===== config.mk =====
export PLATFORM = sky130hd
export DESIGN_NAME = smd_top
export DESIGN_NICKNAME = d
export VERILOG_FILES = /design/src/smd_pkg.sv /design/src/smd_top.sv
export VERILOG_INCLUDE_DIRS = /design/src
export SDC_FILE = /design/constraint.sdc
export NUM_CORES = 1
export LEC_CHECK = 0
export BUFFER_PORTS_ARGS = -buffer_cell sky130_fd_sc_hd__buf_4
export CAP_MARGIN = 20
export CORE_MARGIN = 10
export CORE_UTILIZATION = 55
export DETAILED_ROUTE_END_ITERATION = 12
export MAX_ROUTING_LAYER = met4
export PLACE_DENSITY = 0.86
export SKIP_LAST_GASP = 1
export SYNTH_ARGS = -nofsm -noshare
export SYNTH_HDL_FRONTEND = slang
export SYNTH_SLANG_ARGS = --single-unit

===== constraint.sdc =====
create_clock -name aclk -period 13.3 [get_ports aclk]
set_input_delay 1.995 -clock aclk [delete_from_list [all_inputs] [get_ports aclk]]
set_output_delay 1.995 -clock aclk [all_outputs]
set_load 0.005 [all_outputs]

===== src/smd_map.svh =====
// constants of the management-memory decoder: offsets, fields, resets
// assumes a 32-bit host address space and byte addresses on the bus
// Contract
// - compat mode reserves A/B segments, uncached
// - compat, not in management mode: forward PCI
// - compat, in management mode: control bits pick target
// - never claim PCI master cycles to compat memory
// - illegal extended access sets error, goes PCI
// - top segment size 128K to 1M by field
// - top segment removed from ordinary memory top
// - 100A0000h-100FFFFFh maps onto DRAM 000A0000h up
// - top segment alias above 10000000h maps below top
// - A and B segments available when both enabled
// - C, D, E available unless used for shadowing
// - F available only for suspend and resume
// - top segment needs its enable and global enable
// - never claim bus-master access to extended memory
// - management mode active: defined ranges go DRAM
// - open override also sends defined ranges DRAM
// - modified-line write-backs always reach DRAM
// - extended memory is write-back cacheable
// - second level cache only below 32 Mbytes
`ifndef SMD_MAP_SVH
`define SMD_MAP_SVH
`define SMD_OFF_CTRL 8'h00
`define SMD_OFF_EXT 8'h04
`define SMD_OFF_TOM 8'h08
`define SMD_OFF_ATTR 8'h0C
`define SMD_OFF_STAT 8'h10
`define SMD_CTRL_GEN 3
`define SMD_CTRL_CLS 4
`define SMD_CTRL_OPN 5
`define SMD_EXT_HEN 0
`define SMD_EXT_TEN 1
`define SMD_EXT_TSZ 2
`define SMD_EXT_ERR 4
`define SMD_CTRL_RST 6'h02
`define SMD_EXT_RST 4'h0
`define SMD_TOM_RST 32'h0080_0000
`define SMD_ATTR_RST 4'h0
`define SMD_COMPAT_CODE 3'h2
`define SMD_AB_LO 32'h000A_0000
`define SMD_AB_HI 32'h000B_FFFF
`define SMD_HIGH_LO 32'h100A_0000
`define SMD_HIGH_HI 32'h100F_FFFF
`define SMD_LOW_HI 32'h000F_FFFF
`define SMD_EXT_BASE 32'h1000_0000
`define SMD_TOP_SMM_SEGMENT_MIN 32'h0002_0000
`define SMD_L2_LIMIT 32'h0200_0000
`define SMD_RESP_OK 2'h0
`define SMD_RESP_ERR 2'h2
`endif


===== src/smd_pkg.sv =====
// types shared by the management-memory decoder
// assumes nothing beyond the constants header
package smd_pkg;
   typedef enum logic [2:0] {
      SMD_NORMAL = 3'b001,
      SMD_DRAM = 3'b010,
      SMD_PCI = 3'b100
   } smd_route_t;

   typedef struct packed {
      logic [31:0] addr;
      logic write;
      logic code;
      logic writeback;
   } smd_host_req_t;

   typedef struct packed {
      smd_route_t route;
      logic smm_hit;
      logic l1;
      logic l2;
      logic [31:0] dram_addr;
   } smd_dec_t;
endpackage


===== src/smd_top.sv =====
// management-memory address decoder with an AXI4-Lite register file
// assumes host requests on aclk; smm_active_n arrives from a pin
`timescale 1ns/100ps
`default_nettype none
`include "smd_map.svh"
module smd_top (
   input wire logic aclk,
   input wire logic aresetn,
   input wire logic [7:0] s_axi_awaddr,
   input wire logic s_axi_awvalid,
   output logic s_axi_awready,
   input wire logic [31:0] s_axi_wdata,
   input wire logic [3:0] s_axi_wstrb,
   input wire logic s_axi_wvalid,
   output logic s_axi_wready,
   output logic [1:0] s_axi_bresp,
   output logic s_axi_bvalid,
   input wire logic s_axi_bready,
   input wire logic [7:0] s_axi_araddr,
   input wire logic s_axi_arvalid,
   output logic s_axi_arready,
   output logic [31:0] s_axi_rdata,
   output logic [1:0] s_axi_rresp,
   output logic s_axi_rvalid,
   input wire logic s_axi_rready,
   input wire logic host_valid,
   input wire smd_pkg::smd_host_req_t host_req,
   input wire logic smm_active_n,
   input wire logic pci_valid,
   input wire logic [31:0] pci_addr,
   output logic dec_valid,
   output var smd_pkg::smd_dec_t dec_out,
   output logic pci_claim,
   output logic [31:0] usable_top
);

   function automatic logic in_rng(
      input logic [31:0] x,
      input logic [31:0] lo,
      input logic [31:0] hi
   );
      in_rng = (x >= lo) && (x <= hi);
   endfunction

   function automatic logic [31:0] merge(
      input logic [31:0] old,
      input logic [31:0] nw,
      input logic [3:0] strb
   );
      logic [31:0] r;
      r = old;
      for (int i = 0; i < 4; i++) begin
         if (strb[i]) begin
            r[i*8 +: 8] = nw[i*8 +: 8];
         end
      end
      merge = r;
   endfunction

   logic [5:0] ctrl_ff;
   logic [3:0] ext_ff, attr_ff, wstrb_ff;
   logic [31:0] tom_ff, wdata_ff, rdata_ff, top_ff;
   logic err_ff, s1_ff, s2_ff, s3_ff, act_n_ff;
   logic aw_hold_ff, w_hold_ff, bvalid_ff, rvalid_ff;
   logic dec_valid_ff, claim_ff;
   logic [7:0] awaddr_ff;
   logic [1:0] bresp_ff, rresp_ff;
   smd_pkg::smd_dec_t dec_ff;

   // pin synchroniser; level changes once two later stages agree
   always_ff @(posedge aclk) begin
      if (!aresetn) begin
         s1_ff <= 1'b1;
         s2_ff <= 1'b1;
         s3_ff <= 1'b1;
         act_n_ff <= 1'b1;
      end else begin
         s1_ff <= smm_active_n;
         s2_ff <= s1_ff;
         s3_ff <= s2_ff;
         if (s2_ff == s3_ff) begin
            act_n_ff <= s3_ff;
         end
      end
   end

   logic gen, cls, opn, act, compat_mode, ext_on, top_smm_segment_on;
   logic [31:0] top_smm_segment_sz, top_smm_segment_lo, a, a_off;
   logic in_compat, in_high, seg_ok, high_ok, top_smm_segment_hit, top_smm_segment_hole, l2_ok;

   assign gen = ctrl_ff[`SMD_CTRL_GEN];
   assign cls = ctrl_ff[`SMD_CTRL_CLS];
   assign opn = ctrl_ff[`SMD_CTRL_OPN];
   assign act = !act_n_ff;
   assign a = host_req.addr;
   assign a_off = a - `SMD_EXT_BASE;
   assign compat_mode = (ctrl_ff[2:0] == `SMD_COMPAT_CODE) && gen;
   assign ext_on = gen && ext_ff[`SMD_EXT_HEN];
   assign top_smm_segment_on = gen && ext_ff[`SMD_EXT_TEN];
   assign top_smm_segment_sz = `SMD_TOP_SMM_SEGMENT_MIN << ext_ff[`SMD_EXT_TSZ +: 2];
   assign top_smm_segment_lo = tom_ff - top_smm_segment_sz;
   assign l2_ok = tom_ff <= `SMD_L2_LIMIT;
   assign in_compat = in_rng(a, `SMD_AB_LO, `SMD_AB_HI);
   assign in_high = in_rng(a, `SMD_HIGH_LO, `SMD_HIGH_HI);

   // segment availability inside the high-memory area
   always_comb begin
      unique case (a[19:16])
         4'hA, 4'hB: seg_ok = 1'b1;
         4'hC: seg_ok = !attr_ff[0];
         4'hD: seg_ok = !attr_ff[1];
         4'hE: seg_ok = !attr_ff[2];
         4'hF: seg_ok = attr_ff[3];
         default: seg_ok = 1'b0;
      endcase
   end

   assign high_ok = ext_on && in_high && seg_ok;
   // the alias window sits exactly 10000000h above the removed block
   assign top_smm_segment_hit = top_smm_segment_on && (a >= `SMD_EXT_BASE)
      && in_rng(a_off, top_smm_segment_lo, tom_ff - 32'h0000_0001);
   assign top_smm_segment_hole = top_smm_segment_on
      && in_rng(a, top_smm_segment_lo, tom_ff - 32'h0000_0001);

   smd_pkg::smd_dec_t nxt_dec;
   logic nxt_err;

   always_comb begin
      nxt_dec.route = smd_pkg::SMD_NORMAL;
      nxt_dec.smm_hit = 1'b0;
      nxt_dec.l1 = 1'b1;
      nxt_dec.l2 = 1'b1;
      nxt_dec.dram_addr = a;
      nxt_err = 1'b0;
      if (compat_mode && in_compat) begin
         nxt_dec.smm_hit = 1'b1;
         nxt_dec.l1 = 1'b0;
         nxt_dec.l2 = 1'b0;
         // closed override keeps data on PCI, code still from DRAM
         if (host_req.writeback || opn
            || (act && !(cls && !host_req.code))) begin
            nxt_dec.route = smd_pkg::SMD_DRAM;
         end else begin
            nxt_dec.route = smd_pkg::SMD_PCI;
         end
      end else if (high_ok || top_smm_segment_hit) begin
         nxt_dec.smm_hit = 1'b1;
         if (high_ok) begin
            nxt_dec.dram_addr = {12'h000, a[19:0]};
         end else begin
            nxt_dec.dram_addr = a_off;
         end
         if (act || opn || host_req.writeback) begin
            nxt_dec.route = smd_pkg::SMD_DRAM;
            nxt_dec.l1 = 1'b1;
            nxt_dec.l2 = l2_ok;
         end else begin
            nxt_dec.route = smd_pkg::SMD_PCI;
            nxt_dec.l1 = 1'b0;
            nxt_dec.l2 = 1'b0;
            nxt_err = 1'b1;
         end
      end else if (top_smm_segment_hole) begin
         nxt_dec.route = smd_pkg::SMD_PCI;
         nxt_dec.l1 = 1'b0;
         nxt_dec.l2 = 1'b0;
      end
   end

   always_ff @(posedge aclk) begin
      if (!aresetn) begin
         dec_valid_ff <= 1'b0;
         dec_ff <= '{route: smd_pkg::SMD_NORMAL, default: '0};
      end else begin
         dec_valid_ff <= host_valid;
         if (host_valid) begin
            dec_ff <= nxt_dec;
         end
      end
   end

   // bus masters never reach management memory through this bridge
   logic nxt_claim;
   always_comb begin
      nxt_claim = pci_addr < top_ff;
      if (compat_mode && in_rng(pci_addr, `SMD_AB_LO, `SMD_AB_HI)) begin
         nxt_claim = 1'b0;
      end
      if (ext_on && in_rng(pci_addr, `SMD_AB_LO, `SMD_LOW_HI)) begin
         nxt_claim = 1'b0;
      end
   end

   always_ff @(posedge aclk) begin
      if (!aresetn) begin
         claim_ff <= 1'b0;
      end else begin
         claim_ff <= pci_valid && nxt_claim;
      end
   end

   always_ff @(posedge aclk) begin
      if (!aresetn) begin
         top_ff <= `SMD_TOM_RST;
      end else begin
         top_ff <= top_smm_segment_on ? top_smm_segment_lo : tom_ff;
      end
   end

   // AXI4-Lite write side; address and data may arrive in either order
   logic do_wr, wr_ok, wr_ctrl, wr_ext, wr_tom, wr_attr;
   assign do_wr = aw_hold_ff && w_hold_ff && !bvalid_ff;
   assign wr_ctrl = do_wr && (awaddr_ff == `SMD_OFF_CTRL);
   assign wr_ext = do_wr && (awaddr_ff == `SMD_OFF_EXT);
   assign wr_tom = do_wr && (awaddr_ff == `SMD_OFF_TOM);
   assign wr_attr = do_wr && (awaddr_ff == `SMD_OFF_ATTR);
   assign wr_ok = wr_ctrl || wr_ext || wr_tom || wr_attr
      || (awaddr_ff == `SMD_OFF_STAT);

   always_ff @(posedge aclk) begin
      if (!aresetn) begin
         aw_hold_ff <= 1'b0;
         awaddr_ff <= 8'h00;
      end else if (s_axi_awvalid && !aw_hold_ff) begin
         aw_hold_ff <= 1'b1;
         awaddr_ff <= s_axi_awaddr;
      end else if (do_wr) begin
         aw_hold_ff <= 1'b0;
      end
   end

   always_ff @(posedge aclk) begin
      if (!aresetn) begin
         w_hold_ff <= 1'b0;
         wdata_ff <= 32'h0000_0000;
         wstrb_ff <= 4'h0;
      end else if (s_axi_wvalid && !w_hold_ff) begin
         w_hold_ff <= 1'b1;
         wdata_ff <= s_axi_wdata;
         wstrb_ff <= s_axi_wstrb;
      end else if (do_wr) begin
         w_hold_ff <= 1'b0;
      end
   end

   always_ff @(posedge aclk) begin
      if (!aresetn) begin
         bvalid_ff <= 1'b0;
         bresp_ff <= `SMD_RESP_OK;
      end else if (do_wr) begin
         bvalid_ff <= 1'b1;
         bresp_ff <= wr_ok ? `SMD_RESP_OK : `SMD_RESP_ERR;
      end else if (s_axi_bready) begin
         bvalid_ff <= 1'b0;
      end
   end

   logic [31:0] wm_ctrl, wm_ext, wm_attr;
   assign wm_ctrl = merge({26'h0, ctrl_ff}, wdata_ff, wstrb_ff);
   assign wm_ext = merge({28'h0, ext_ff}, wdata_ff, wstrb_ff);
   assign wm_attr = merge({28'h0, attr_ff}, wdata_ff, wstrb_ff);

   always_ff @(posedge aclk) begin
      if (!aresetn) begin
         ctrl_ff <= `SMD_CTRL_RST;
         ext_ff <= `SMD_EXT_RST;
         tom_ff <= `SMD_TOM_RST;
         attr_ff <= `SMD_ATTR_RST;
      end else begin
         if (wr_ctrl) begin
            ctrl_ff <= wm_ctrl[5:0];
         end
         if (wr_ext) begin
            ext_ff <= wm_ext[3:0];
         end
         if (wr_tom) begin
            tom_ff <= merge(tom_ff, wdata_ff, wstrb_ff);
         end
         if (wr_attr) begin
            attr_ff <= wm_attr[3:0];
         end
      end
   end

   // set wins over a write-one-to-clear in the same cycle
   always_ff @(posedge aclk) begin
      if (!aresetn) begin
         err_ff <= 1'b0;
      end else if (host_valid && nxt_err) begin
         err_ff <= 1'b1;
      end else if (wr_ext && wstrb_ff[0] && wdata_ff[`SMD_EXT_ERR]) begin
         err_ff <= 1'b0;
      end
   end

   // read side; one beat, answer one cycle after the address
   logic [31:0] rd_mux;
   logic rd_ok;
   always_comb begin
      rd_mux = 32'h0000_0000;
      rd_ok = 1'b1;
      unique case (s_axi_araddr)
         `SMD_OFF_CTRL: rd_mux = {26'h0, ctrl_ff};
         `SMD_OFF_EXT: rd_mux = {27'h0, err_ff, ext_ff};
         `SMD_OFF_TOM: rd_mux = tom_ff;
         `SMD_OFF_ATTR: rd_mux = {28'h0, attr_ff};
         `SMD_OFF_STAT: rd_mux = {26'h0, l2_ok, act,
            dec_ff.smm_hit, dec_ff.route};
         default: rd_ok = 1'b0;
      endcase
   end

   always_ff @(posedge aclk) begin
      if (!aresetn) begin
         rvalid_ff <= 1'b0;
         rdata_ff <= 32'h0000_0000;
         rresp_ff <= `SMD_RESP_OK;
      end else if (s_axi_arvalid && !rvalid_ff) begin
         rvalid_ff <= 1'b1;
         rdata_ff <= rd_mux;
         rresp_ff <= rd_ok ? `SMD_RESP_OK : `SMD_RESP_ERR;
      end else if (s_axi_rready) begin
         rvalid_ff <= 1'b0;
      end
   end

   assign s_axi_awready = !aw_hold_ff;
   assign s_axi_wready = !w_hold_ff;
   assign s_axi_bvalid = bvalid_ff;
   assign s_axi_bresp = bresp_ff;
   assign s_axi_arready = !rvalid_ff;
   assign s_axi_rvalid = rvalid_ff;
   assign s_axi_rdata = rdata_ff;
   assign s_axi_rresp = rresp_ff;
   assign dec_valid = dec_valid_ff;
   assign dec_out = dec_ff;
   assign pci_claim = claim_ff;
   assign usable_top = top_ff;
endmodule // smd_top
`default_nettype wire


; ---- Yosys cells after proc, flatten, opt, wreduce, memory -nomap -nowiden
; Index checks and enable logic that the tools add are counted.
[word_totals]
reg_bits = 207
in_bits = 129
out_inout_bits = 113
elab_cells = 163
[op_classes]
n_addsub = 3
magnitude_cmp = 14
n_eq_ne = 16
shifts = 1
n_mux = 32
reduce_logical = 67
[op_table]
columns = cell, n
row1 = 32-bit one-hot mux with 5 select lines, 1
row2 = 32-bit two-way mux, 4
row3 = "32-bit by 20-bit less-or-equal comparator with 1-bit output, second input constant", 3
row4 = "32-bit by 20-bit greater-or-equal comparator with 1-bit output, second input constant", 2
row5 = "32-bit by 29-bit greater-or-equal comparator with 1-bit output, second input constant", 2
row6 = 32-bit greater-or-equal comparator, 2
row7 = 32-bit less-or-equal comparator, 2
row8 = "8-bit by 4-bit equality test with 1-bit output, second input constant", 4
row9 = "32-bit by 26-bit less-or-equal comparator with 1-bit output, second input constant", 1
row10 = "32-bit by 29-bit less-or-equal comparator with 1-bit output, second input constant", 1
row11 = 1-bit logical AND, 32
row12 = 32-bit less-than comparator, 1
row13 = "18-bit by 2-bit left shift with 32-bit output, first input constant", 1
row14 = "32-bit by 1-bit subtractor with 32-bit output, second input constant", 1
row15 = "32-bit by 29-bit subtractor with 32-bit output, second input constant", 1
row16 = 32-bit subtractor, 1
row17 = "4-bit equality test, second input constant", 6
row18 = "8-bit by 3-bit equality test with 1-bit output, second input constant", 2
row19 = "8-bit by 5-bit equality test with 1-bit output, second input constant", 2
row20 = 8-bit zero test, 2
row21 = 1-bit two-way mux, 16
row22 = 2-bit AND reduction, 7
row23 = 3-bit two-way mux, 4
row24 = 1-bit zero test, 10
row25 = other kinds (9), 25

; ---- Longest topological paths before layout
; Gate-level depths: netlist (run 1).
[logic_depth]
depth_word = 10
ltp_mapped = 20
ltp_nobuf = 20

; ---- Least setup slack after synthesis (run 1)
; No wires, ideal clock.
[synth_timing]
path_kind = flip-flop to flip-flop
start = register ext_ff[3]
end = register dec_ff (netlist bit dec_out[32])
setup_ps = 70
arrival_time_ps = 4912
slack_ps = 8318
path_stages_with_launch = 20
n_path_buf = 0
period_less_slack_ps = 4982
path_cell_list = dfxtp_1 -> or2_2 -> ha_1 -> o21a_1 -> a221o_1 -> a211o_1 -> or3_1 -> or3_1 -> nor3_1 -> nand2_1 -> xor2_1 -> ha_1 -> nand3_1 -> nor3_1 -> o311ai_1 -> a31o_1 -> a21oi_2 -> nor2_1 -> or4_1 -> a21boi_1
[synth_via]
elab_chain_len = 8
elab_cells_between_ends = 12
[synth_lines]
columns = item, line_no
row1 = start: declaration, smd_top.sv:61  ; logic [3:0] ext_ff, attr_ff, wstrb_ff;
row2 = start signal: assignment, smd_top.sv:266  ; ext_ff <= `SMD_EXT_RST;
row3 = start signal: assignment, smd_top.sv:274  ; ext_ff <= wm_ext[3:0];
row4 = 18-bit by 2-bit left shift with 32-bit output (no source line) (*), n/a
row5 = 32-bit subtractor (*), smd_top.sv:101  ; assign top_smm_segment_lo = tom_ff - top_smm_segment_sz;
row6 = 32-bit greater-or-equal comparator, smd_top.sv:42  ; in_rng = (x >= lo) && (x <= hi);
row7 = 1-bit logical AND, smd_top.sv:42
row8 = "1-bit logical AND, on equally long branches", "smd_top.sv:123, smd_top.sv:120"
row9 = 2-bit two-way mux or 1-bit logical OR (tied branches), "smd_top.sv:163, smd_top.sv:146"
row10 = 2-bit two-way mux (*), smd_top.sv:146  ; end else if (high_ok || top_smm_segment_hit) begin
row11 = 6-bit two-way mux (*), smd_top.sv:135  ; if (compat_mode && in_compat) begin
row12 = end signal: assignment, smd_top.sv:177  ; dec_ff <= nxt_dec;
row13 = end: declaration, smd_top.sv:68  ; smd_pkg::smd_dec_t dec_ff;
; Mark *: on every way between the ends. The rest lies on a longest branch, timed or not.
; A chain may end at the register's enable or synchronous reset.

; ---- Final worst setup path (run 1)
; Same ends and word-level chain as after synthesis.

==> flow_results.org, run 1 <==
** CTS
- Number of buffers on the longest clock path :: 3
- Count of hold buffers inserted by post-cts repair :: 0
- The number of gates resized after CTS was 0.
- Source-to-sink clock delay at the later pin of the worst-skew pair :: approximately 520 ps
- Cell chosen for the clock root :: clkbuf_16
- Buffers added to address setup during post-CTS repair amount to 0.
- In this run the number of H-tree levels came out at 1.
- Clock tree from TritonCTS :: done
- Clock sink count :: approximately 210
- TritonCTS created 22 clock buffers.
- Clk pin slew, worst setup/hold paths :: roughly 60 ps

** Critical path
- The worst setup path is of the reg2reg kind.
- Cell family contributing the most delay on the critical path :: simple AND/OR/NAND/NOR gates
- Logic depth of the worst setup path including buffers :: 18
- The signal on the critical path passes through or2_2, ha_1, o21a_1, a221o_1, a211o_1, or3_1, or3_1, xor2_1, ha_1, nand4_1, nor3_1, a221oi_1, a21o_1, a31o_1, a21oi_2, nor2_1, or4_1, a21boi_1.
- Along the worst path, the maximum fanout reaches 7.
- At the worst endpoint, the arrival time is about 6000 ps.
- In this run the critical register-to-register path is captured at dec_out[32]$_SDFFE_PN0P_.
- In this run the critical register-to-register path is launched from ext_ff[3]$_SDFFE_PN0P_.
- Flop-to-flop setup slack :: ~7600 ps
- For the worst setup path, the data required time is about 14,000 ps.
- Measured in cells, the most critical reg-to-reg path has a length of 18.
- In this design, the stage delay of the slowest critical-path cell is roughly 520 ps.
- Type of destination of the critical path :: flop
- The slowest stage of the critical path belongs to the cell or4_1.
- STA classifies the critical path startpoint as a flop.
- Number of buffer and inverter stages on the critical path :: 0

** Placed design
- Total placed instance area :: about 13,000 um2
- Pre-CTS setup slack :: 7717 ps
- Global placer's final weighted congestion :: about 0.95
- In this run the tool buffered the top-level ports with roughly 240 buffer cells.
- Final HPWL DP :: roughly 26,000 um

** Yosys
- The most used flip-flop cell after synthesis is dfxtp_1.
- XOR/XNOR share of the synthesized area :: 0.04028
- The cell area that synthesis handed to floorplanning was roughly 12,000 um2.
- Leading post-synthesis cells by instance count :: dfxtp_1, nand2_1, ha_1
- Compound-Gate Fraction of Synth Area :: 0.1533
- After synthesis, the share of flip-flops with an asynchronous set or reset is 0.
- EDFF count, synth :: 0
- After synthesis, the share of cell area in mux cells is 0.04603.
- Most area-hungry cell type in the Yosys netlist :: dfxtp_1
- Count of synthesis-stage warnings from yosys :: 0
- In this run, synthesis produced a sequential element count of ~210.
- Top post-synthesis cells by area :: dfxtp_1, ha_1, nand2_1
- The most common cell in the synthesized netlist is dfxtp_1.
- The share of the Yosys chip area taken by registers is 0.3561.
- Of the total synthesized cell area, the portion taken by AND, OR, NAND and NOR gates is 0.2358.
- Area share of the largest cell type after synthesis :: 0.3561
- Post-synth cell types :: 73
- Adder-cell area share of the yosys netlist :: 0.1205
- Dominant combinational cell family by area after synthesis :: simple AND/OR/NAND/NOR gates
- Average cell area after synthesis :: between 8 and 9 um2
- Counting every instance in the synthesized netlist gives between 1k and 1.5k.

** Pwr
- Switching power of the nets :: between 300 and 400 uW
- Share of total power in combinational logic :: 0.109
- VDD IR max :: ~0.085 mV
- Total power for the finished layout comes to 1456 uW.
- Portion of total power attributed to the clock network :: 0.449
- Cell internal power was estimated by the tool at roughly 1100 uW.
- Power per unit of standard cell area :: between 100 and 150 nW/um2
- Of the total power, the share spent switching nets is 0.2323.
- The share of total power dissipated in sequential elements is 0.442.
- The analysis attributes to cell leakage a power of 0.006108 uW.

** Flow run
- The tool flagged a number of max-cap violations equal to 0.

** Layout
- FILL cells :: between 1.5k and 2k
- Of the cells placed in the final design, the portion with a size suffix greater than 1 is 0.1953.
- Relative to the synthesized area, the layout overhead comes to 23.01%.
- The number of antenna diodes in the final layout is 0.
- Final standard cell area without fillers :: 14,180 um2
- Number of nets in the layout :: 1,771

** Drt
- Remaining design rule violation count :: 0
- TritonRoute pass-1 iters :: 5
- Via-per-instance ratio :: around 5.7
- Routed Wire Length :: 34,150 um
- The routed layout has 10.38k vias.
- Residual antenna-violating net count after detailed routing :: 0
- In the final routed layout, each cell accounts on average for ~19 um.
- The first routing iteration left 770 violations.

** Global routing
- Number of global-route vias before repair :: between 10k and 15k
- Aggregate global-route resource usage :: 0.2468
- The number of antenna violations at the first check in global routing is 0.
- Entering global routing, the biggest net connects ~110 pins.
- Overflow left after global routing :: 0
- The first global-routing pass estimated roughly 53,000 um of wire.

** STA
- Setup slack on the critical path of the routed design comes to 7574 ps.
- Across all hold checks on the routed design, the worst slack comes to a little over 400 ps.
- Aggregate negative setup slack :: 0 ps
- Final slew viol count :: 0
- The worst path in the final design needs a cycle of 5726 ps, including I/O delays and setup.
- The hold violation count in the final report came to 0.
- Setup repair after global routing missed its margin :: false
- Setup violation total in the final timing report :: 0
- Post-route clock period utilization :: 0.4305
- For the final database, setup skew stands at about 16 ps.
- Maximum clock rate :: about 0.17 GHz
- At the pin with the least slew margin, the transition time is between 900 and 1000 ps.
- The worst pin sits at a relative slew slack of 0.3529.

** Die
- roughly 240 I/O pins were placed.
- Die height :: between 150 and 200 um
- From left edge to right edge, the die measures 164.8 um.
- Area inside the core boundary :: 20,430 um2
- Initial standard-cell utilization of the core :: 0.5641
- Die footprint :: 27,140 um2
- Row generation in the floorplan step produced 52 rows.

** Min path
- Hold Crit Depth :: 1
- The path with the worst hold slack has its endpoint at s2_ff$_SDFF_PN1_.
- Min-Delay Startpoint :: s1_ff$_SDFF_PN1_
- The tightest min-delay check is of the reg2reg type.

** Status
- Outcome :: finished clean
final cells by class:
type,count,area (um2),area share
timing repair buffer,243,1832,0.1292
inverter,63,236.5,0.01668
multi-input combinational,996,6883,0.4855
tap,270,337.8,0.02383
sequential,205,4104,0.2895
clock buffer,32,669.4,0.04722
clock inverter,7,113.9,0.008032
sequential cells by signal, summed over array words and instances, names as in the netlist, 4 cells and up:
name         count
dec_out         38
s_axi_rdata     32
tom_ff          32
usable_top      32
wdata_ff        32
awaddr_ff        8
ctrl_ff          6
attr_ff          4
ext_ff           4
wstrb_ff         4
cell families after synthesis:
family                     Yosys count
AOI/OAI and AO/OA                  250
xor gates and xnor gates            53
adders and majority gates          111
buffers and inverters              130
DFF                                205
muxes                               53
other                                1
and+or+nand+nor                    527
stage by stage:
| step | instances | util |
|---|---|---|
| finish | 1816 | 0.6939 |
| global route | 1816 | 0.6939 |
| CTS | 1815 | 0.6932 |
| detailed placement | 1776 | 0.6548 |
| global placement | 1776 | 0.6548 |
| floorplan | 1331 | - |
power by group through the flow:
stage	Sequential, uW	Clock, uW	Combinational [uW]
2_1_floorplan	655	0	81.2
3_3_place_gp	656	0	151
3_5_place_dp	657	0	156
6_report	644	654	158
4_1_cts	644	659	157
5_1_grt	645	688	175
cells in the final DEF, fill, tap and decap left out, types with 7 or more instances in the layout:
cell       instances
nor4_1            14
or3_1             12
nand2b_1          10
o21a_1             7
a21boi_1          18
clkbuf_16         23
mux2i_1           53
nor3_1            25
a21o_1            28
a21boi_0          55
a21oi_1           41
and2_1            32
xnor2_1           37
nand2_1          192
a211oi_1          10
buf_4            242
nor2_1            60
ha_1             111
nand3_1           27
dfxtp_1          205
o21ai_0           19
a22oi_1           34
nor2b_1           87
or4_1              8
inv_1             61
nand4_1           23
o22ai_1            7
nor3b_1           10
xor2_1            16
layer usage:
metal  routed length (um)  global-route usage  part of all wire
met2                15960              0.3984              0.47
met5                    0                   -                 0
met3                 2771             0.04581             0.081
met1                14230              0.3019              0.42
met4                 1191             0.09219             0.035
worst max path at each step:
| stage | start | endpoint |
|---|---|---|
| finish | ext_ff[3]$_SDFFE_PN0P_ | dec_out[32]$_SDFFE_PN0P_ |
| global placement | tom_ff[2]$_SDFFE_PN0P_ | dec_out[32]$_SDFFE_PN0P_ |
| detailed placement | tom_ff[2]$_SDFFE_PN0P_ | dec_out[32]$_SDFFE_PN0P_ |
| global route | tom_ff[2]$_SDFFE_PN0P_ | dec_out[32]$_SDFFE_PN0P_ |
| CTS | ext_ff[3]$_SDFFE_PN0P_ | dec_out[32]$_SDFFE_PN0P_ |
| floorplan | ext_ff[3]$_SDFFE_PN0P_ | dec_out[32]$_SDFFE_PN0P_ |
No activity file was read; power rests on OpenSTA's default activity.
==> inputs of run 2 (changes only) <==
==> constraint.sdc (replaced) <==
create_clock -name aclk -period 5.66 [get_ports aclk]
set_input_delay 0.849 -clock aclk [delete_from_list [all_inputs] [get_ports aclk]]
set_output_delay 0.849 -clock aclk [all_outputs]
set_load 0.005 [all_outputs]
==> run 2 against run 1 <==
Against the previous run:
- clock power increased by 110%
- setup slack got worse by 7300 ps
- utilization decreased by 0.32 points
- critical path type unchanged
- critical endpoint unchanged
==> flow_results.org, run 2 (synthesis results as in run 1) <==
** Status
- Outcome :: finished clean

** Placed design
- The count of buffers added on input and output ports is approximately 240.
- Summed over all nets, the half-perimeter wirelength after detailed placement is ~26,000 um.
- Routability-driven placement finished with a final weighted congestion of 0.9722.

** Die
- The initial utilization of the core area, before any placement, comes to 0.5641.
- The die is roughly 160 um tall.
- From left edge to right edge, the die measures 164.8 um.
- approximately 240 I/O pins were placed.
- Area inside the core boundary :: 20,430 um2
- Die footprint :: ~27,000 um2
- Row generation in the floorplan step produced 52 rows.

** Global routing
- Global route hottest layer :: met2
- Number of global-route vias before repair :: between 10k and 15k
- Entering global routing, the biggest net connects between 100 and 150 pins.
- The first global-routing pass estimated 52,780 um of wire.
- GR Util met2 :: 0.3854
- Fraction of met1 tracks used by global routing :: 0.3120
- Number of antenna violations at the first check in global routing :: 0
- Overflow left after global routing :: 0
- Aggregate global-route resource usage :: 0.2456
- Routing usage on met3 :: 0.04406

** Flow run
- Across the run, the number of max-cap violations was 0.

** STA
- For the finished layout, the period the worst path requires is ~5400 ps.
- Hold is met by between 400 and 500 ps.
- Relative slew margins :: 0.4196
- Hold violation count in the final report :: 0
- After routing, the total negative slack on setup checks comes to 0 ps.
- Dividing the final minimum period by the clock period gives 0.9458.
- Clock skew on the completed layout was measured at 12.87 ps.
- Setup violations remaining at the end of the flow were counted as 0.
- Final slew viol count :: 0
- Setup repair after global routing missed its margin :: false
- For the pin with the worst max-slew slack, the measured transition is between 800 and 900 ps.
- Based on the critical path, the design can be clocked at up to ~0.19 GHz.

** Layout
- The library cell used most frequently in the layout, excluding fill and tap cells, is buf_4.
- Area growth from synthesis to layout :: 22.44%
- Top library cells by usage in the layout, fill and taps aside :: buf_4, dfxtp_1, nand2_1
- Number of flip-flops under the largest register name :: 38
- # diodes :: 0
- Number of nets in the layout :: 1,772
- End-of-flow core utilization :: 0.6907
- In the final layout, the share of cells above drive strength 1 is 0.1946.

** Pwr
- In this run the power density over the cells is 232.9 nW/um2.
- Lkg Pwr :: ~0.0061 uW
- VDD IR max :: 0.1775 mV

** Drt
- WL per Instance :: 18.60 um
- In the routed design, unresolved DRC markers number 0.
- TritonRoute pass-1 iters :: 7
- Number of DRC violations after detailed-routing iteration 0 :: about 780
- Residual antenna-violating net count after detailed routing :: 0
- Routed Wire Length :: 33,790 um
- Using the TritonRoute via totals, the vias-per-cell ratio works out to approximately 5.7.
- Routed via count :: between 10k and 15k

** Critical path
- Sequence of cells on the critical path :: or2_2, ha_1, o21a_1, a221o_1, a211o_1, or3_1, or3_1, nor3_1, nand2_1, xor2_1, ha_1, nand3_1, nor3_1, o311ai_1, a31o_1, a21oi_2, nor2_1, or4_1, a21boi_1
- Critical Path Fanout Max :: 6
- Number of buffer and inverter stages on the critical path :: 0
- For the worst setup path, the data arrival time is 5800 ps.
- Data required time of the worst path :: 6110 ps
- Slowest stage delay, CP :: roughly 530 ps
- The slowest stage of the critical path is the or4_1 cell.
- The worst setup path is captured at a flop.
- The worst setup path is launched from a flop.
- In this run the register-to-register setup slack is just over 300 ps.
- Cell family contributing the most delay on the critical path :: simple AND/OR/NAND/NOR gates
- The worst setup path is of the reg2reg kind.

** CTS
- The tree is rooted in a clkbuf_16.
- Total number of H-tree levels :: 1
- TritonCTS built the clock tree.
- Number of buffers on the longest clock path :: 3
- The clock reaches the later pin of the worst-skew pair after between 500 and 600 ps.
- Number of buffers created by CTS :: 21
- Post-CTS timing repair inserted 0 buffers for setup.
- Clock sink count :: 205
- Clk pin slew, worst setup/hold paths :: around 60 ps

** Min path
- The path class of the tightest hold or removal check is reg2reg.
## run 2: cell count changes in the layout (fill, tap and decap cells not counted), sizes merged
cell / delta
buf: +2
bufinv: -1
clkbuf: -1
clkinvlp: +1
## run 2: area by class of cell
type | instances | area [um2]
fill | 1647 | 6319
multi-input combinational | 996 | 6888
tap | 270 | 337.8
inverter | 63 | 236.5
clock inverter | 7 | 95.09
timing repair buffer | 245 | 1847
clock buffer | 31 | 603.1
sequential | 205 | 4104
## run 2: worst register-to-register path: stages, from the launching register on
cell	delay [ps]
dfxtp_1	360
or2_2	310
ha_1	330
o21a_1	220
a221o_1	340
a211o_1	360
or3_1	390
or3_1	420
nor3_1	380
nand2_1	120
xor2_1	190
ha_1	320
nand3_1	90
nor3_1	180
o311ai_1	140
a31o_1	250
a21oi_2	120
nor2_1	110
or4_1	530
a21boi_1	140
## run 2: what timing repair did
item,in CTS,in global routing
endpoints found under the setup margin,0,1
hold buffers,0,0
gates resized for setup,0,1
## run 2: final timing paths
check,start,depth (start not counted),end
worst max register to register,ext_ff[3]$_SDFFE_PN0P_,19,dec_out[32]$_SDFFE_PN0P_
worst min register to register,s1_ff$_SDFF_PN1_,1,s2_ff$_SDFF_PN1_
worst max-delay path,ext_ff[3]$_SDFFE_PN0P_,19,dec_out[32]$_SDFFE_PN0P_
worst min-delay path,s1_ff$_SDFF_PN1_,1,s2_ff$_SDFF_PN1_
## run 2: routing by layer
layer	routed length [um]	up-vias
li1	-	5040
met1	14630	4764
met2	15340	404
met3	2624	81
met4	1198	0
met5	0	-
## run 2: through the flow
| stage | std cells | total power, uW | cell area [um2] | worst slack (ps) |
|---|---|---|---|---|
| final | 1817 | 3287 | 14110 | 306.7 |
| after global routing | 1817 | 3401 | 14110 | 101.5 |
| after CTS | 1817 | 3307 | 14110 | 370.6 |
| after detailed placement | 1779 | 1912 | 13410 | 421.1 |
| after global placement | 1778 | 1900 | 13390 | 512.8 |
| after floorplan | 1331 | 1729 | 11530 | 677.8 |
## run 2: power breakdown
group	switching (uW)	leakage [uW]	internal [uW]
registers	27.8	0.00167	1480
clock network	570	0.000340	832
logic	187	0.00406	185
==> inputs of run 3 (changes only) <==
--- a/config.mk
+++ b/config.mk
@@ -9,10 +9,10 @@
 export BUFFER_PORTS_ARGS = -buffer_cell sky130_fd_sc_hd__buf_4
 export CAP_MARGIN = 20
 export CORE_MARGIN = 10
-export CORE_UTILIZATION = 55
+export CORE_UTILIZATION = 50
 export DETAILED_ROUTE_END_ITERATION = 12
 export MAX_ROUTING_LAYER = met4
-export PLACE_DENSITY = 0.86
+export PLACE_DENSITY = 0.83
 export SKIP_LAST_GASP = 1
 export SYNTH_ARGS = -nofsm -noshare
 export SYNTH_HDL_FRONTEND = slang
==> constraint.sdc (replaced) <==
create_clock -name aclk -period 4.36 [get_ports aclk]
set_input_delay 0.654 -clock aclk [delete_from_list [all_inputs] [get_ports aclk]]
set_output_delay 0.654 -clock aclk [all_outputs]
set_load 0.005 [all_outputs]
==> run 3 against run 2 <==
Against the previous run:
- the run now ends with negative setup slack left
- global-route usage shrank 0.66 points
- clock power up 34%
- wire length up 5.8%
- combinational power increased by 34%
- sequential share of layout area down 1.5 points
- critical path depth rose by 2
- sequential power is 30% higher
- utilization fell by 3.2 points
- design area grew 5.6%
- critical endpoint is now dec_out[37]$_SDFFE_PN0P_
- largest power group unchanged
==> flow_results.org, run 3 (synthesis results as in run 1) <==
** STA
- Slew at the pin closest to its max-slew limit :: between 900 and 1000 ps
- Post-route clock period utilization :: 1.094
- Minimum clock period :: around 4800 ps
- Final setup skew :: approximately 27 ps
- Measured against its own limit, the worst slew margin works out to 0.3808.
- Based on the critical path, the design can be clocked at up to 0.2097 GHz.
- The hold violation count in the final report was 0.
- Post-Route Hold Slack :: roughly 300 ps
- The max-slew violation count was 0.
- Setup slack on the critical path of the routed design comes to -408.7 ps.
- Setup violations remaining at the end of the flow were counted as 11.
- Setup repair after global routing could not meet its margin everywhere.

** Global routing
- The via count of the first global-routing pass is 10.49k.
- Maximum number of pins on one net before global-route repair :: 108
- For this run the aggregate overflow at the end of global routing stands at 0.
- The number of antenna violations at the first check in global routing came to 0.
- In the global route stage, overall resource usage came out at 0.2390.
- The first global-routing pass estimated ~55,000 um of wire.

** Pwr
- VDD sags by at most ~0.24 mV.
- The analysis attributes to cell leakage a power of 0.006489 uW.
- Dividing total power by cell area gives a power density of between 200 and 300 nW/um2.

** Critical path
- The largest single stage delay on the critical path is 370 ps.
- Walking the worst path, the cells encountered are or2_4, ha_4, o21a_1, a221o_1, a211o_1, or3_4, or3_4, xor2_1, ha_1, buf_4, a21oi_2, nand2_1, a221oi_2, a21o_1, a31o_1, a21oi_4, buf_4, buf_4, a211oi_4, nand2b_4, a211oi_2.
- The worst setup path is of the reg2reg kind.
- Data required time of the worst path :: roughly 4800 ps
- In this run the worst path has a maximum fanout of 4.
- Cell seen most often among critical-path stages :: buf_4
- Element type at the critical path start :: flop
- Data arrives at the worst endpoint at between 5000 and 6000 ps.
- Type of destination of the critical path :: flop
- Library cell contributing the largest single delay on the critical path :: or3_4
- Number of buffer and inverter stages on the critical path :: 3
- On the critical path the largest part of the delay comes from compound AO/OA/AOI/OAI gates.

** Layout
- After filler insertion, the fill cell instance count of the layout stands at 1,793.
- For this run, the post-layout net count is roughly 1.8k.
- The register with the most flip-flops in the layout has 38 of them.
- Final standard cell area without fillers :: ~15,000 um2
- Top library cells by usage in the layout, fill and taps aside :: buf_4, dfxtp_1, nand2_1
- Area growth from synthesis to layout :: 29.31%
- Most frequent standard cell in the layout excluding fill and tap cells :: buf_4
- 0 antenna diodes ended up in the layout.
- Share of cells above drive strength 1 :: 0.2472

** Die
- Die footprint :: about 30,000 um2
- The initial utilization of the core area, before any placement, comes to 0.5090.
- Area inside the core boundary :: 22,640 um2
- From left edge to right edge, the die measures between 150 and 200 um.
- In this run the count of I/O pins placed on the die edge is between 200 and 250.
- Die height :: between 150 and 200 um
- The floorplan has 55 rows.

** Drt
- WL per Instance :: 18.74 um
- Summing over every cut layer, the via total after detailed routing is ~11k.
- In the routed design, unresolved DRC markers number 0.
- TritonRoute pass-1 iters :: 5
- The detail route stage leaves a number of antenna-violating nets equal to 0.
- For this block, the initial DRC count from the detailed router was 750.
- Via-per-instance ratio :: between 5 and 6
- Routed Wire Length :: between 30,000 and 40,000 um

** CTS
- Clock sink count :: between 200 and 250
- The tree is rooted in a clkbuf_16.
- TritonCTS built the clock tree.
- Count of hold buffers inserted by post-cts repair :: 0
- CTS built an H-tree with a depth of 1.
- Number of buffers on the longest clock path :: 3
- Clock tree synthesis inserted a total of 22 buffers.
- Source-to-sink clock delay at the later pin of the worst-skew pair :: about 540 ps
- After clock tree synthesis, the clock-pin slew on the worst setup and hold paths is ~60 ps.

** Placed design
- Buffers added on ports :: roughly 240
- Pre-CTS setup slack :: -345.0 ps
- Global placer's final weighted congestion :: about 0.94
- Total placed instance area :: about 14,000 um2
- Final HPWL DP :: between 20,000 and 30,000 um

** Flow run
- Number of violations of the max-capacitance limit :: 0

** Status
- The checks that failed: negative setup slack.
- Outcome :: finished with violations

** Min path
- HP Class :: in2reg
[run 3: cell count changes in the layout (fill, tap and decap cells not counted), sizes merged]
cell      before  now
clkbuf        31   30
clkinv         4    8
buf          245  318
bufinv         2    1
clkinvlp       1    2
inv           63   62
[run 3: worst reg2reg max path: cells and delay by family, from the launching register on]
family	cells	cell delay (ps)
compound gates	10	1960
simple gates	5	1240
fa+ha+maj	2	540
buf+inv	3	450
flops	1	330
xor+xnor	1	160
[run 3: final cells by class]
cell class              instances  area, um2  share of cell area
flip-flops and latches        205       4106              0.2755
clock buffers                  30      630.6             0.04231
repair buffers                318       2407              0.1615
clock inverters                10      116.4            0.007808
well taps                     285      356.6             0.02393
inverters                      63      236.5             0.01587
multi-input cells             996       7049              0.4730
[run 3: power by group]
group | internal, uW | switching, uW
Clock | 1090 | 793
Combinational | 248 | 251
Sequential | 1930 | 36.7
[run 3: timing repair]
action / 4_1_cts / 5_1_grt
pin swaps: 7 / 3
resized for setup: 19 / 0
setup endpoints to repair: 10 / 10
buffers inserted: 6 / 2
[run 3: layer usage]
layer	part of all wire	routed length [um]	track usage
met5	0	0	-
met4	0.036	1283	0.08358
met3	0.078	2783	0.04401
met2	0.46	16500	0.3841
met1	0.42	15170	0.2959
[run 3: per-stage QoR]
step | total power [uW] | instances | setup TNS [ps] | util
3_3_place_gp | 2475 | 1858 | -1882 | 0.6165
2_1_floorplan | 2246 | 1331 | -208.7 | -
4_1_cts | 4366 | 1904 | -2342 | 0.6564
6_report | 4344 | 1907 | -3369 | 0.6582
3_5_place_dp | 2489 | 1858 | -2408 | 0.6165
5_1_grt | 4507 | 1907 | -5118 | 0.6582
[run 3: worst paths after layout]
path                                              from                        to  slack [ps]  cells past startpoint
worst max register to register  ext_ff[3]$_SDFFE_PN0P_  dec_out[37]$_SDFFE_PN0P_        -410                     21
worst max-delay path            ext_ff[3]$_SDFFE_PN0P_  dec_out[37]$_SDFFE_PN0P_        -410                     21
worst min register to register        s1_ff$_SDFF_PN1_          s2_ff$_SDFF_PN1_         430                      1
worst min-delay path                      smm_active_n          s1_ff$_SDFF_PN1_         300                      2
